### src/core/tcs_defines.svh
`ifndef TCS_DEFINES_SVH
`define TCS_DEFINES_SVH

// register byte addresses
`define TCS_ADDR_RUN      8'h00
`define TCS_ADDR_DIV0     8'h04
`define TCS_ADDR_SEL0     8'h14
`define TCS_ADDR_SEL1     8'h18
`define TCS_ADDR_SEL2     8'h1C
`define TCS_ADDR_SEL3     8'h20
`define TCS_ADDR_SEL11    8'h24
`define TCS_ADDR_CNT11    8'h28

// field layout
`define TCS_RUN_BIT       0
`define TCS_DIV_W         5
`define TCS_SEL_W         6
`define TCS_CODE_MSB      3
`define TCS_EDGE_LSB      4
`define TCS_EDGE_MSB      5

// source codes
`define TCS_CODE_INT_MAX  4'h5
`define TCS_CODE_EXT_A    4'h6
`define TCS_CODE_EXT_B    4'h7
`define TCS_CODE_ANGLE    4'h8
`define TCS_CODE_ANGLE_M  4'h9

// reset values
`define TCS_RST_RUN       1'h0
`define TCS_RST_DIV       5'h00
`define TCS_RST_SEL       6'h00

`endif

### src/core/tcs_pkg.sv
package tcs_pkg;
   typedef enum logic [1:0] {
      TCS_EDGE_RISE,
      TCS_EDGE_FALL,
      TCS_EDGE_BOTH,
      TCS_EDGE_OFF
   } tcs_edge_t;
endpackage

### src/core/tcs_top.sv
// The AHB-Lite register port and the address map were chosen for this implementation.
`timescale 1ns/1ns
`include "tcs_defines.svh"
//
// Overview of operation
// run bit 0 of group-three register halts channel 11 counter when 0.
// bits 7..1 of group-three run register always read zero.
// group-three run register clears on reset and either standby mode.
// first-stage clock is peripheral clock divided by divider value plus one.
// divider registers are write-only in bits 4..0; bits 7..5 unchangeable.
// divider registers clear to zero on reset and either standby mode.
// four dividers: channels 0-5,8,11 share one; channels 6,7,10 own.
// channels 1-8,11 divide again by 1..32; channel 0 undivided.
// internal source counts on rising edge of the scaled clock.
// edge field 5:4 picks rising, falling, both or no external edges.
// source codes 0000..0101 pick internal divide by 1,2,4,8,16,32.
// codes 0110 and 0111 count first or second external pin.
// codes 1000/1001 count angle clocks; 1010 and above prohibited.
// software enables the angle pin input in the angle channel control.
// bits 7,6 of channel 1 and 2 select registers read zero.
// all select registers clear on reset and either standby mode.
// external pins only for channels 1-5,11; angle clocks only 1-5.
// channels 6-8 select internal only; channel 9 external only.
// second stage is fed by the channel's own first-stage divider.
// counter advances only while running and on a qualifying edge.
//
module tcs_top
   import tcs_pkg::*;
#(
   parameter int NUM_DIV = 4,
   parameter int CNT_W   = 16
) (
   input  wire logic              CLK,
   input  wire logic              NRST,
   input  wire logic              HW_STANDBY,
   input  wire logic              SW_STANDBY,
   input  wire logic              HSEL,
   input  wire logic [7:0]        HADDR,
   input  wire logic [1:0]        HTRANS,
   input  wire logic              HWRITE,
   input  wire logic [2:0]        HSIZE,
   input  wire logic [31:0]       HWDATA,
   input  wire logic              HREADY,
   output logic [31:0]            HRDATA,
   output logic                   HREADYOUT,
   output logic                   HRESP,
   input  wire logic [3:0]        RUN_CH,
   input  wire logic              EXT_CLOCK_PIN_A,
   input  wire logic              EXT_CLOCK_PIN_B,
   input  wire logic              ANGLE_CLOCK,
   input  wire logic              MULTIPLIED_ANGLE_CLOCK,
   output logic [NUM_DIV-1:0]     FIRST_STAGE_TICK,
   output logic                   CH0_TICK,
   output logic [3:0]             CH_TICK,
   output logic [CNT_W-1:0]       FREE_RUNNING_COUNT_CH11
);

   // ************************************************************
   // reset release and standby clear
   // ************************************************************
   logic                  rst_meta_ff;
   logic                  rst_n;
   logic                  standby;

   always_ff @(posedge CLK or negedge NRST) begin
      if (!NRST) begin
         rst_meta_ff <= 1'b0;
         rst_n       <= 1'b0;
      end else begin
         rst_meta_ff <= 1'b1;
         rst_n       <= rst_meta_ff;
      end
   end

   assign standby = HW_STANDBY | SW_STANDBY;

   // ************************************************************
   // ahb-lite slave
   // ************************************************************
   logic                  wr_pend_ff;
   logic [7:0]            wr_addr_ff;
   logic                  rd_pend_ff;
   logic [7:0]            rd_addr_ff;
   logic                  hready_ff;
   logic [31:0]           hrdata_ff;
   logic                  accept;
   logic                  run_ff;
   logic [`TCS_DIV_W-1:0] div_ff [NUM_DIV];
   logic [`TCS_SEL_W-1:0] sel_ff [5];
   logic [CNT_W-1:0]      cnt11_ff;
   logic [31:0]           rd_val;

   assign accept = HSEL & HTRANS[1] & HREADY;

   // reads take one wait state so a write just before is always seen
   always_ff @(posedge CLK or negedge rst_n) begin
      if (!rst_n) begin
         wr_pend_ff <= 1'b0;
         wr_addr_ff <= 8'h00;
         rd_pend_ff <= 1'b0;
         rd_addr_ff <= 8'h00;
         hready_ff  <= 1'b1;
         hrdata_ff  <= 32'h0000_0000;
      end else begin
         wr_pend_ff <= accept & HWRITE;
         if (accept) begin
            wr_addr_ff <= HADDR;
            rd_addr_ff <= HADDR;
         end
         rd_pend_ff <= accept & ~HWRITE;
         hready_ff  <= ~(accept & ~HWRITE);
         if (rd_pend_ff) begin
            hrdata_ff <= rd_val;
         end
      end
   end

   always_comb begin
      rd_val = 32'h0000_0000;
      case (rd_addr_ff)
         `TCS_ADDR_RUN:   rd_val = {31'h0000_0000, run_ff};
         `TCS_ADDR_SEL0:  rd_val = {26'h000_0000, sel_ff[0]};
         `TCS_ADDR_SEL1:  rd_val = {26'h000_0000, sel_ff[1]};
         `TCS_ADDR_SEL2:  rd_val = {26'h000_0000, sel_ff[2]};
         `TCS_ADDR_SEL3:  rd_val = {26'h000_0000, sel_ff[3]};
         `TCS_ADDR_SEL11: rd_val = {26'h000_0000, sel_ff[4]};
         `TCS_ADDR_CNT11: rd_val = {{(32-CNT_W){1'b0}}, cnt11_ff};
         // divider registers are write-only and read zero
         default:         rd_val = 32'h0000_0000;
      endcase
   end

   assign HRDATA    = hrdata_ff;
   assign HREADYOUT = hready_ff;
   assign HRESP     = 1'b0;

   // ************************************************************
   // software registers
   // ************************************************************
   always_ff @(posedge CLK or negedge rst_n) begin
      if (!rst_n) begin
         run_ff <= `TCS_RST_RUN;
      end else if (standby) begin
         run_ff <= `TCS_RST_RUN;
      end else if (wr_pend_ff && wr_addr_ff == `TCS_ADDR_RUN) begin
         run_ff <= HWDATA[`TCS_RUN_BIT];
      end
   end

   genvar g;
   generate
      for (g = 0; g < NUM_DIV; g++) begin : g_div_reg
         always_ff @(posedge CLK or negedge rst_n) begin
            if (!rst_n) begin
               div_ff[g] <= `TCS_RST_DIV;
            end else if (standby) begin
               div_ff[g] <= `TCS_RST_DIV;
            end else if (wr_pend_ff && wr_addr_ff == `TCS_ADDR_DIV0 + 8'(4 * g)) begin
               div_ff[g] <= HWDATA[`TCS_DIV_W-1:0];
            end
         end
      end
      for (g = 0; g < 5; g++) begin : g_sel_reg
         always_ff @(posedge CLK or negedge rst_n) begin
            if (!rst_n) begin
               sel_ff[g] <= `TCS_RST_SEL;
            end else if (standby) begin
               sel_ff[g] <= `TCS_RST_SEL;
            end else if (wr_pend_ff && wr_addr_ff == `TCS_ADDR_SEL0 + 8'(4 * g)) begin
               sel_ff[g] <= HWDATA[`TCS_SEL_W-1:0];
            end
         end
      end
   endgenerate

   // ************************************************************
   // first-stage dividers
   // ************************************************************
   logic [`TCS_DIV_W-1:0] pre_cnt_ff [NUM_DIV];
   logic [NUM_DIV-1:0]    phi_tick;
   logic [NUM_DIV-1:0]    phi_tick_ff;

   generate
      for (g = 0; g < NUM_DIV; g++) begin : g_pre
         assign phi_tick[g] = (pre_cnt_ff[g] == div_ff[g]);
         always_ff @(posedge CLK or negedge rst_n) begin
            if (!rst_n) begin
               pre_cnt_ff[g] <= `TCS_RST_DIV;
            end else if (standby || phi_tick[g]) begin
               pre_cnt_ff[g] <= `TCS_RST_DIV;
            end else begin
               pre_cnt_ff[g] <= pre_cnt_ff[g] + 1'b1;
            end
         end
      end
   endgenerate

   // ************************************************************
   // second stage, shared by everything on the first divider
   // ************************************************************
   logic [4:0]            stage_ff;

   always_ff @(posedge CLK or negedge rst_n) begin
      if (!rst_n) begin
         stage_ff <= 5'h00;
      end else if (phi_tick[0]) begin
         stage_ff <= stage_ff + 5'h01;
      end
   end

   // ************************************************************
   // pin edge detection
   // ************************************************************
   logic                  pin_a_ff;
   logic                  pin_b_ff;
   logic                  ang_ff;
   logic                  ang_m_ff;
   logic                  rise_a;
   logic                  fall_a;
   logic                  rise_b;
   logic                  fall_b;
   logic                  ang_rise;
   logic                  ang_m_rise;

   always_ff @(posedge CLK or negedge rst_n) begin
      if (!rst_n) begin
         pin_a_ff <= 1'b0;
         pin_b_ff <= 1'b0;
         ang_ff   <= 1'b0;
         ang_m_ff <= 1'b0;
      end else begin
         pin_a_ff <= EXT_CLOCK_PIN_A;
         pin_b_ff <= EXT_CLOCK_PIN_B;
         ang_ff   <= ANGLE_CLOCK;
         ang_m_ff <= MULTIPLIED_ANGLE_CLOCK;
      end
   end

   assign rise_a     = EXT_CLOCK_PIN_A & ~pin_a_ff;
   assign fall_a     = ~EXT_CLOCK_PIN_A & pin_a_ff;
   assign rise_b     = EXT_CLOCK_PIN_B & ~pin_b_ff;
   assign fall_b     = ~EXT_CLOCK_PIN_B & pin_b_ff;
   assign ang_rise   = ANGLE_CLOCK & ~ang_ff;
   assign ang_m_rise = MULTIPLIED_ANGLE_CLOCK & ~ang_m_ff;

   // ************************************************************
   // per-channel source selection
   // ************************************************************
   logic [4:0]            qual;

   // slots 0..3 are channels 1A,1B,2A,2B; slot 4 is channel 11
   generate
      for (g = 0; g < 5; g++) begin : g_src
         logic [3:0]  code;
         tcs_edge_t   edge_sel;
         logic [4:0]  mask;
         logic        rise;
         logic        fall;
         assign code     = sel_ff[g][`TCS_CODE_MSB:0];
         assign edge_sel = tcs_edge_t'(sel_ff[g][`TCS_EDGE_MSB:`TCS_EDGE_LSB]);
         assign mask     = 5'((6'h01 << code[2:0]) - 6'h01);
         assign rise     = (code == `TCS_CODE_EXT_A) ? rise_a : rise_b;
         assign fall     = (code == `TCS_CODE_EXT_A) ? fall_a : fall_b;
         always_comb begin
            qual[g] = 1'b0;
            if (code <= `TCS_CODE_INT_MAX) begin
               // rising edge of scaled clock: all low stage bits set
               qual[g] = phi_tick[0] && ((stage_ff & mask) == mask);
            end else if (code == `TCS_CODE_EXT_A || code == `TCS_CODE_EXT_B) begin
               case (edge_sel)
                  TCS_EDGE_RISE: qual[g] = rise;
                  TCS_EDGE_FALL: qual[g] = fall;
                  TCS_EDGE_BOTH: qual[g] = rise | fall;
                  default:       qual[g] = 1'b0;
               endcase
            end else if (g < 4 && code == `TCS_CODE_ANGLE) begin
               qual[g] = ang_rise;
            end else if (g < 4 && code == `TCS_CODE_ANGLE_M) begin
               qual[g] = ang_m_rise;
            end
         end
      end
   endgenerate

   // ************************************************************
   // outputs and channel 11 counter
   // ************************************************************
   logic                  ch0_tick_ff;
   logic [3:0]            ch_tick_ff;

   always_ff @(posedge CLK or negedge rst_n) begin
      if (!rst_n) begin
         phi_tick_ff <= '0;
         ch0_tick_ff <= 1'b0;
         ch_tick_ff  <= 4'h0;
      end else begin
         phi_tick_ff <= phi_tick;
         ch0_tick_ff <= phi_tick[0];
         ch_tick_ff  <= qual[3:0] & RUN_CH;
      end
   end

   always_ff @(posedge CLK or negedge rst_n) begin
      if (!rst_n) begin
         cnt11_ff <= '0;
      end else if (run_ff && qual[4]) begin
         cnt11_ff <= cnt11_ff + 1'b1;
      end
   end

   assign FIRST_STAGE_TICK        = phi_tick_ff;
   assign CH0_TICK                = ch0_tick_ff;
   assign CH_TICK                 = ch_tick_ff;
   assign FREE_RUNNING_COUNT_CH11 = cnt11_ff;

   // ************************************************************
   // assertions
   // ************************************************************
   property p_halt_holds;
      @(posedge CLK) disable iff (!rst_n)
      !run_ff |=> cnt11_ff == $past(cnt11_ff);
   endproperty
   a_halt_holds: assert property (p_halt_holds) else $error("halted counter moved");

   property p_run_reserved;
      @(posedge CLK) disable iff (!rst_n)
      rd_pend_ff && rd_addr_ff == `TCS_ADDR_RUN |=> hrdata_ff[31:1] == 31'h0000_0000;
   endproperty
   a_run_reserved: assert property (p_run_reserved) else $error("run reserved bits set");

   property p_standby_clear;
      @(posedge CLK) disable iff (!rst_n)
      standby |=> !run_ff && sel_ff[0] == 6'h00 && sel_ff[4] == 6'h00;
   endproperty
   a_standby_clear: assert property (p_standby_clear) else $error("standby did not clear");

   property p_div_clear;
      @(posedge CLK) disable iff (!rst_n)
      standby |=> div_ff[0] == 5'h00 && div_ff[3] == 5'h00;
   endproperty
   a_div_clear: assert property (p_div_clear) else $error("divider not cleared");

   property p_div_period;
      @(posedge CLK) disable iff (!rst_n)
      // a reload to a smaller value may legally tick again at once
      phi_tick[0] && div_ff[0] != 5'h00 && !standby
         && !(wr_pend_ff && wr_addr_ff == `TCS_ADDR_DIV0) |=> !phi_tick[0];
   endproperty
   a_div_period: assert property (p_div_period) else $error("divider ticked too soon");

   property p_div_read_zero;
      @(posedge CLK) disable iff (!rst_n)
      rd_pend_ff && rd_addr_ff == `TCS_ADDR_DIV0 |=> hrdata_ff == 32'h0000_0000;
   endproperty
   a_div_read_zero: assert property (p_div_read_zero) else $error("divider readable");

   property p_ch0_tick;
      @(posedge CLK) disable iff (!rst_n)
      phi_tick[0] |=> CH0_TICK && FIRST_STAGE_TICK[0];
   endproperty
   a_ch0_tick: assert property (p_ch0_tick) else $error("channel 0 tick missing");

   property p_ext_rise;
      @(posedge CLK) disable iff (!rst_n)
      sel_ff[0] == 6'h06 && RUN_CH[0] && rise_a |=> CH_TICK[0];
   endproperty
   a_ext_rise: assert property (p_ext_rise) else $error("rising pin edge missed");

   property p_prohibited;
      @(posedge CLK) disable iff (!rst_n)
      sel_ff[1][3:0] >= 4'hA |=> !CH_TICK[1];
   endproperty
   a_prohibited: assert property (p_prohibited) else $error("prohibited code counted");

   property p_ch11_no_angle;
      @(posedge CLK) disable iff (!rst_n)
      sel_ff[4][3:0] == `TCS_CODE_ANGLE |=> cnt11_ff == $past(cnt11_ff);
   endproperty
   a_ch11_no_angle: assert property (p_ch11_no_angle) else $error("ch11 took angle clock");

endmodule

### config.mk
export PLATFORM = sky130hd
export DESIGN_NAME = tcs_top
export DESIGN_NICKNAME = d
export VERILOG_FILES = /design/src/core/tcs_pkg.sv /design/src/core/tcs_top.sv
export VERILOG_INCLUDE_DIRS = /design/src /design/src/core
export SDC_FILE = /design/constraint.sdc
export NUM_CORES = 1
export LEC_CHECK = 0
export BUFFER_PORTS_ARGS = -buffer_cell sky130_fd_sc_hd__clkbuf_2
export CAP_MARGIN = 20
export CORE_ASPECT_RATIO = 1.5
export CORE_MARGIN = 2
export CORE_UTILIZATION = 40
export CTS_CLUSTER_SIZE = 24
export DETAILED_ROUTE_END_ITERATION = 10
export PLACE_DENSITY = 0.62
export SYNTH_ARGS = -nofsm -noshare
export SYNTH_HDL_FRONTEND = slang
export SYNTH_SLANG_ARGS = --single-unit
### constraint.sdc
create_clock -name CLK -period 8.1 [get_ports CLK]
set_clock_uncertainty 0.2 [all_clocks]
set_input_delay 0.405 -clock CLK [delete_from_list [all_inputs] [get_ports CLK]]
set_output_delay 0.405 -clock CLK [all_outputs]
set_load 0.03 [all_outputs]
==> results.ini <==
[synth]
synth_top_area_share_pct=49.1
ys_async_sr_fraction_pct=100
synth_top_family_by_area=simple AND/OR/NAND/NOR gates
synth.area.top_cells=dfrtp_1 (49%), mux2i_1 (4.3%), nor2_1 (3.9%)
synth_common_cells=dfrtp_1 (132), nor2_1 (70), nand2_1 (55)
synthAdderAreaFrac_pct=1.45
synth_cells=673
synthesis.area_mm2=0.00673
synth_xor_xnor_area_share_pct=7.28
synth_compound_gate_area_share_pct=10.6
syn_avg_cell_area_um2=10.0
ys.flop_type=dfrtp_1
yosysTopAreaCell=dfrtp_1
yosysMostFrequentCell=dfrtp_1
ys_ff_latch=133
ys.warnings.count=0
synth_cell_types=55
yosysSeqAreaShare_pct=49.5
synth_edf_count=0
muxShareOfSynthArea_pct=6.15
synthSimpleGateAreaFrac_pct=18.6

[floorplanning]
ios=119
die_h_um=163
die_area_mm2=0.0179
std_cell_rows=58
initial_utilization_pct=40.5
coreArea_mm2=0.0166
die_w_um=110

[setup_path]
cp.required_ns=8.19
crit_family=simple AND/OR/NAND/NOR gates
worstRegToRegCells=7
max_stage_delay_ns=0.54
cp-end-kind=register
cpMaxStageDelayCell=or4b_1
cp.depth=7
crit_chain=or3_4 > ha_1 > or4b_1 > a31oi_1 > inv_1 > a41oi_4 > mux2_1
path_class=reg -> reg
arrival_ns=3.34
path_buf_inv=1
crit_path_start_kind=register
worstPathMaxFanout=16

[power]
powerDensity_mw_per_mm2=220
switching_power_mw=0.451
swShare_pct=26.2
seqPwrFrac_pct=43.8
max-vdd-ir-drop_uv=166
leakagePower_nw=3.63
pwr-share-comb_pct=8.6
p_int_mw=1.27
pwr-share-clk_pct=47.7

[drt]
wirelength_um=16300
wl_per_cell_um=17.2
drtAntennaViolNets=0
drt_iter0_drc=418
drt_first_pass_iters=5
drc_errors=0
num_vias=5119
drt-vias-per-instance=5.38

[clock_network]
clk_pin_slew_ns=0.06
cts_buffer_depth=2
clock_latency_ns=0.42
cts_num_sinks=133
cts_tree=yes
cts_root_buf=clkbuf_16
post_cts_buffers=0
htreeDepth=4
cts_made_buffers=17

[timing]
timing.final.crit_share_pct=40.1
maxSlewViolCount=0
min_period_ns=3.25
tightest_slew_ns=1.06
maxSlewHeadroom_pct=29.7
rsz0062_at_grt=false
setup_viol=0
totalNegativeSetupSlack_ns=0
hold_viol=0
max_freq_mhz=308

[layout]
fillers=1535
drive_gt1_share_pct=18.6
n_antenna_cell=0
final_design_area_no_fill_mm2=0.00780
nets=796
syn2layout_area_growth_pct=15.8
postLayoutCoreUtil_pct=46.9

[run]
drv_cap=0

[place]
dp_hpwl_um=11600
gp_congestion=0.874
postPlaceCellArea_mm2=0.00713
io_buffers=71

[global_route]
grt_first_pass_wirelength_um=27100
grt.total_usage_pct=19.7
grt_pass1_vias=5251
overflow=0
grt_max_degree=77
antenna_found_initial=0

[hold_path]
holdPathStages=3
hp-class=in -> reg

[status]
status=finished, final reports clean

## kinds of logic (layout without fill, tap and decap cells)
group,count (synthesis),count (layout)
and+or+nand+nor,242,242
DFF,133,133
AOI/OAI and AO/OA,102,102
buffers and inverters,90,143
xor gates and xnor gates,56,56
muxes,40,40
adders and majority gates,8,8
other,2,18
## area by class of cell
class                   instances  area, um2  area share (%)
well taps                     210        263            3.37
repair buffers                 77        410            5.26
inverters                      34        128            1.64
multi-input cells             466       3030            38.9
clock buffers                  17        425            5.46
flip-flops and latches        133       3330            42.8
clock inverters                15        203            2.60
## worst paths after layout
kind,from,endpoint,slack (ns)
hold / removal,HWRITE,HREADYOUT$_DFF_PN1_,0.01
max in group asynchronous,rst_n$_DFF_PN0_,g_src[2].code[0]$_DFFE_PN0P_,6.06
min in group asynchronous,NRST,rst_n$_DFF_PN0_,0.10
setup / recovery,g_src[4].code[2]$_DFFE_PN0P_,FREE_RUNNING_COUNT_CH11[1]$_DFFE_PN0P_,4.85
hold reg to reg,rst_meta_ff$_DFF_PN0_,rst_n$_DFF_PN0_,0.15
setup reg to reg,g_src[4].code[2]$_DFFE_PN0P_,FREE_RUNNING_COUNT_CH11[1]$_DFFE_PN0P_,4.85
## worst register-to-register path, stage by stage, from the launching register on
cell,delay [ns]
dfrtp_1,0.50
or3_4,0.47
ha_1,0.26
or4b_1,0.54
a31oi_1,0.18
inv_1,0.09
a41oi_4,0.52
mux2_1,0.38
## flip-flops by register name, summed over array words and instances, names as in the netlist, 5 cells and up
signal / cells
g_src.edge_sel: 10
FREE_RUNNING_COUNT_CH11: 16
HRDATA: 16
div_ff: 20
stage_ff: 5
g_src.code: 20
pre_cnt_ff: 20
rd_addr_ff: 8
## metrics by stage
stage	power [mW]	setup slack, ns	hold slack [ns]	std cells
3_3_place_gp	0.903	4.91	-0.00914	916
4_1_cts	1.74	4.83	0.00597	952
2_1_floorplan	0.867	3.92	-0.0906	689
6_report	1.72	4.85	0.0128	952
3_5_place_dp	0.910	4.86	-0.00461	916
5_1_grt	1.79	4.73	0.000929	952
## metal layers
| metal | global-route usage (%) | part of all wire, % |
|---|---|---|
| met5 | 0 | 0 |
| met4 | 8.52 | 3.1 |
| met3 | 4.04 | 3.6 |
| met2 | 34.7 | 54 |
| met1 | 22.8 | 39 |
## layout by cell type (no fill, tap or decap), types with 17 or more instances in the layout
cell type | Yosys | layout
nand2_1 | 55 | 55
mux2i_1 | 29 | 29
dfrtp_1 | 132 | 131
conb_1 | 2 | 18
nor2_1 | 70 | 70
clkbuf_2 | 0 | 71
xor2_1 | 29 | 29
a21oi_1 | 37 | 37
inv_1 | 34 | 34
xnor2_1 | 27 | 27
nand3_1 | 41 | 41
clkbuf_16 | 0 | 17
## power groups by stage
stage / Combinational (mW) / Clock [mW] / Sequential [mW]
detailed placement: 0.148 / 0 / 0.762
finish: 0.147 / 0.818 / 0.751
global placement: 0.142 / 0 / 0.761
CTS: 0.149 / 0.836 / 0.752
floorplan: 0.123 / 0 / 0.744
global route: 0.163 / 0.870 / 0.758
## timing repair
| item | 4_1_cts | 5_1_grt |
|---|---|---|
| hold buffers | 4 | 0 |
| endpoints found under the hold margin | 5 | 0 |
| resized for setup | 0 | 0 |
Power figures use the tool's default switching activity.
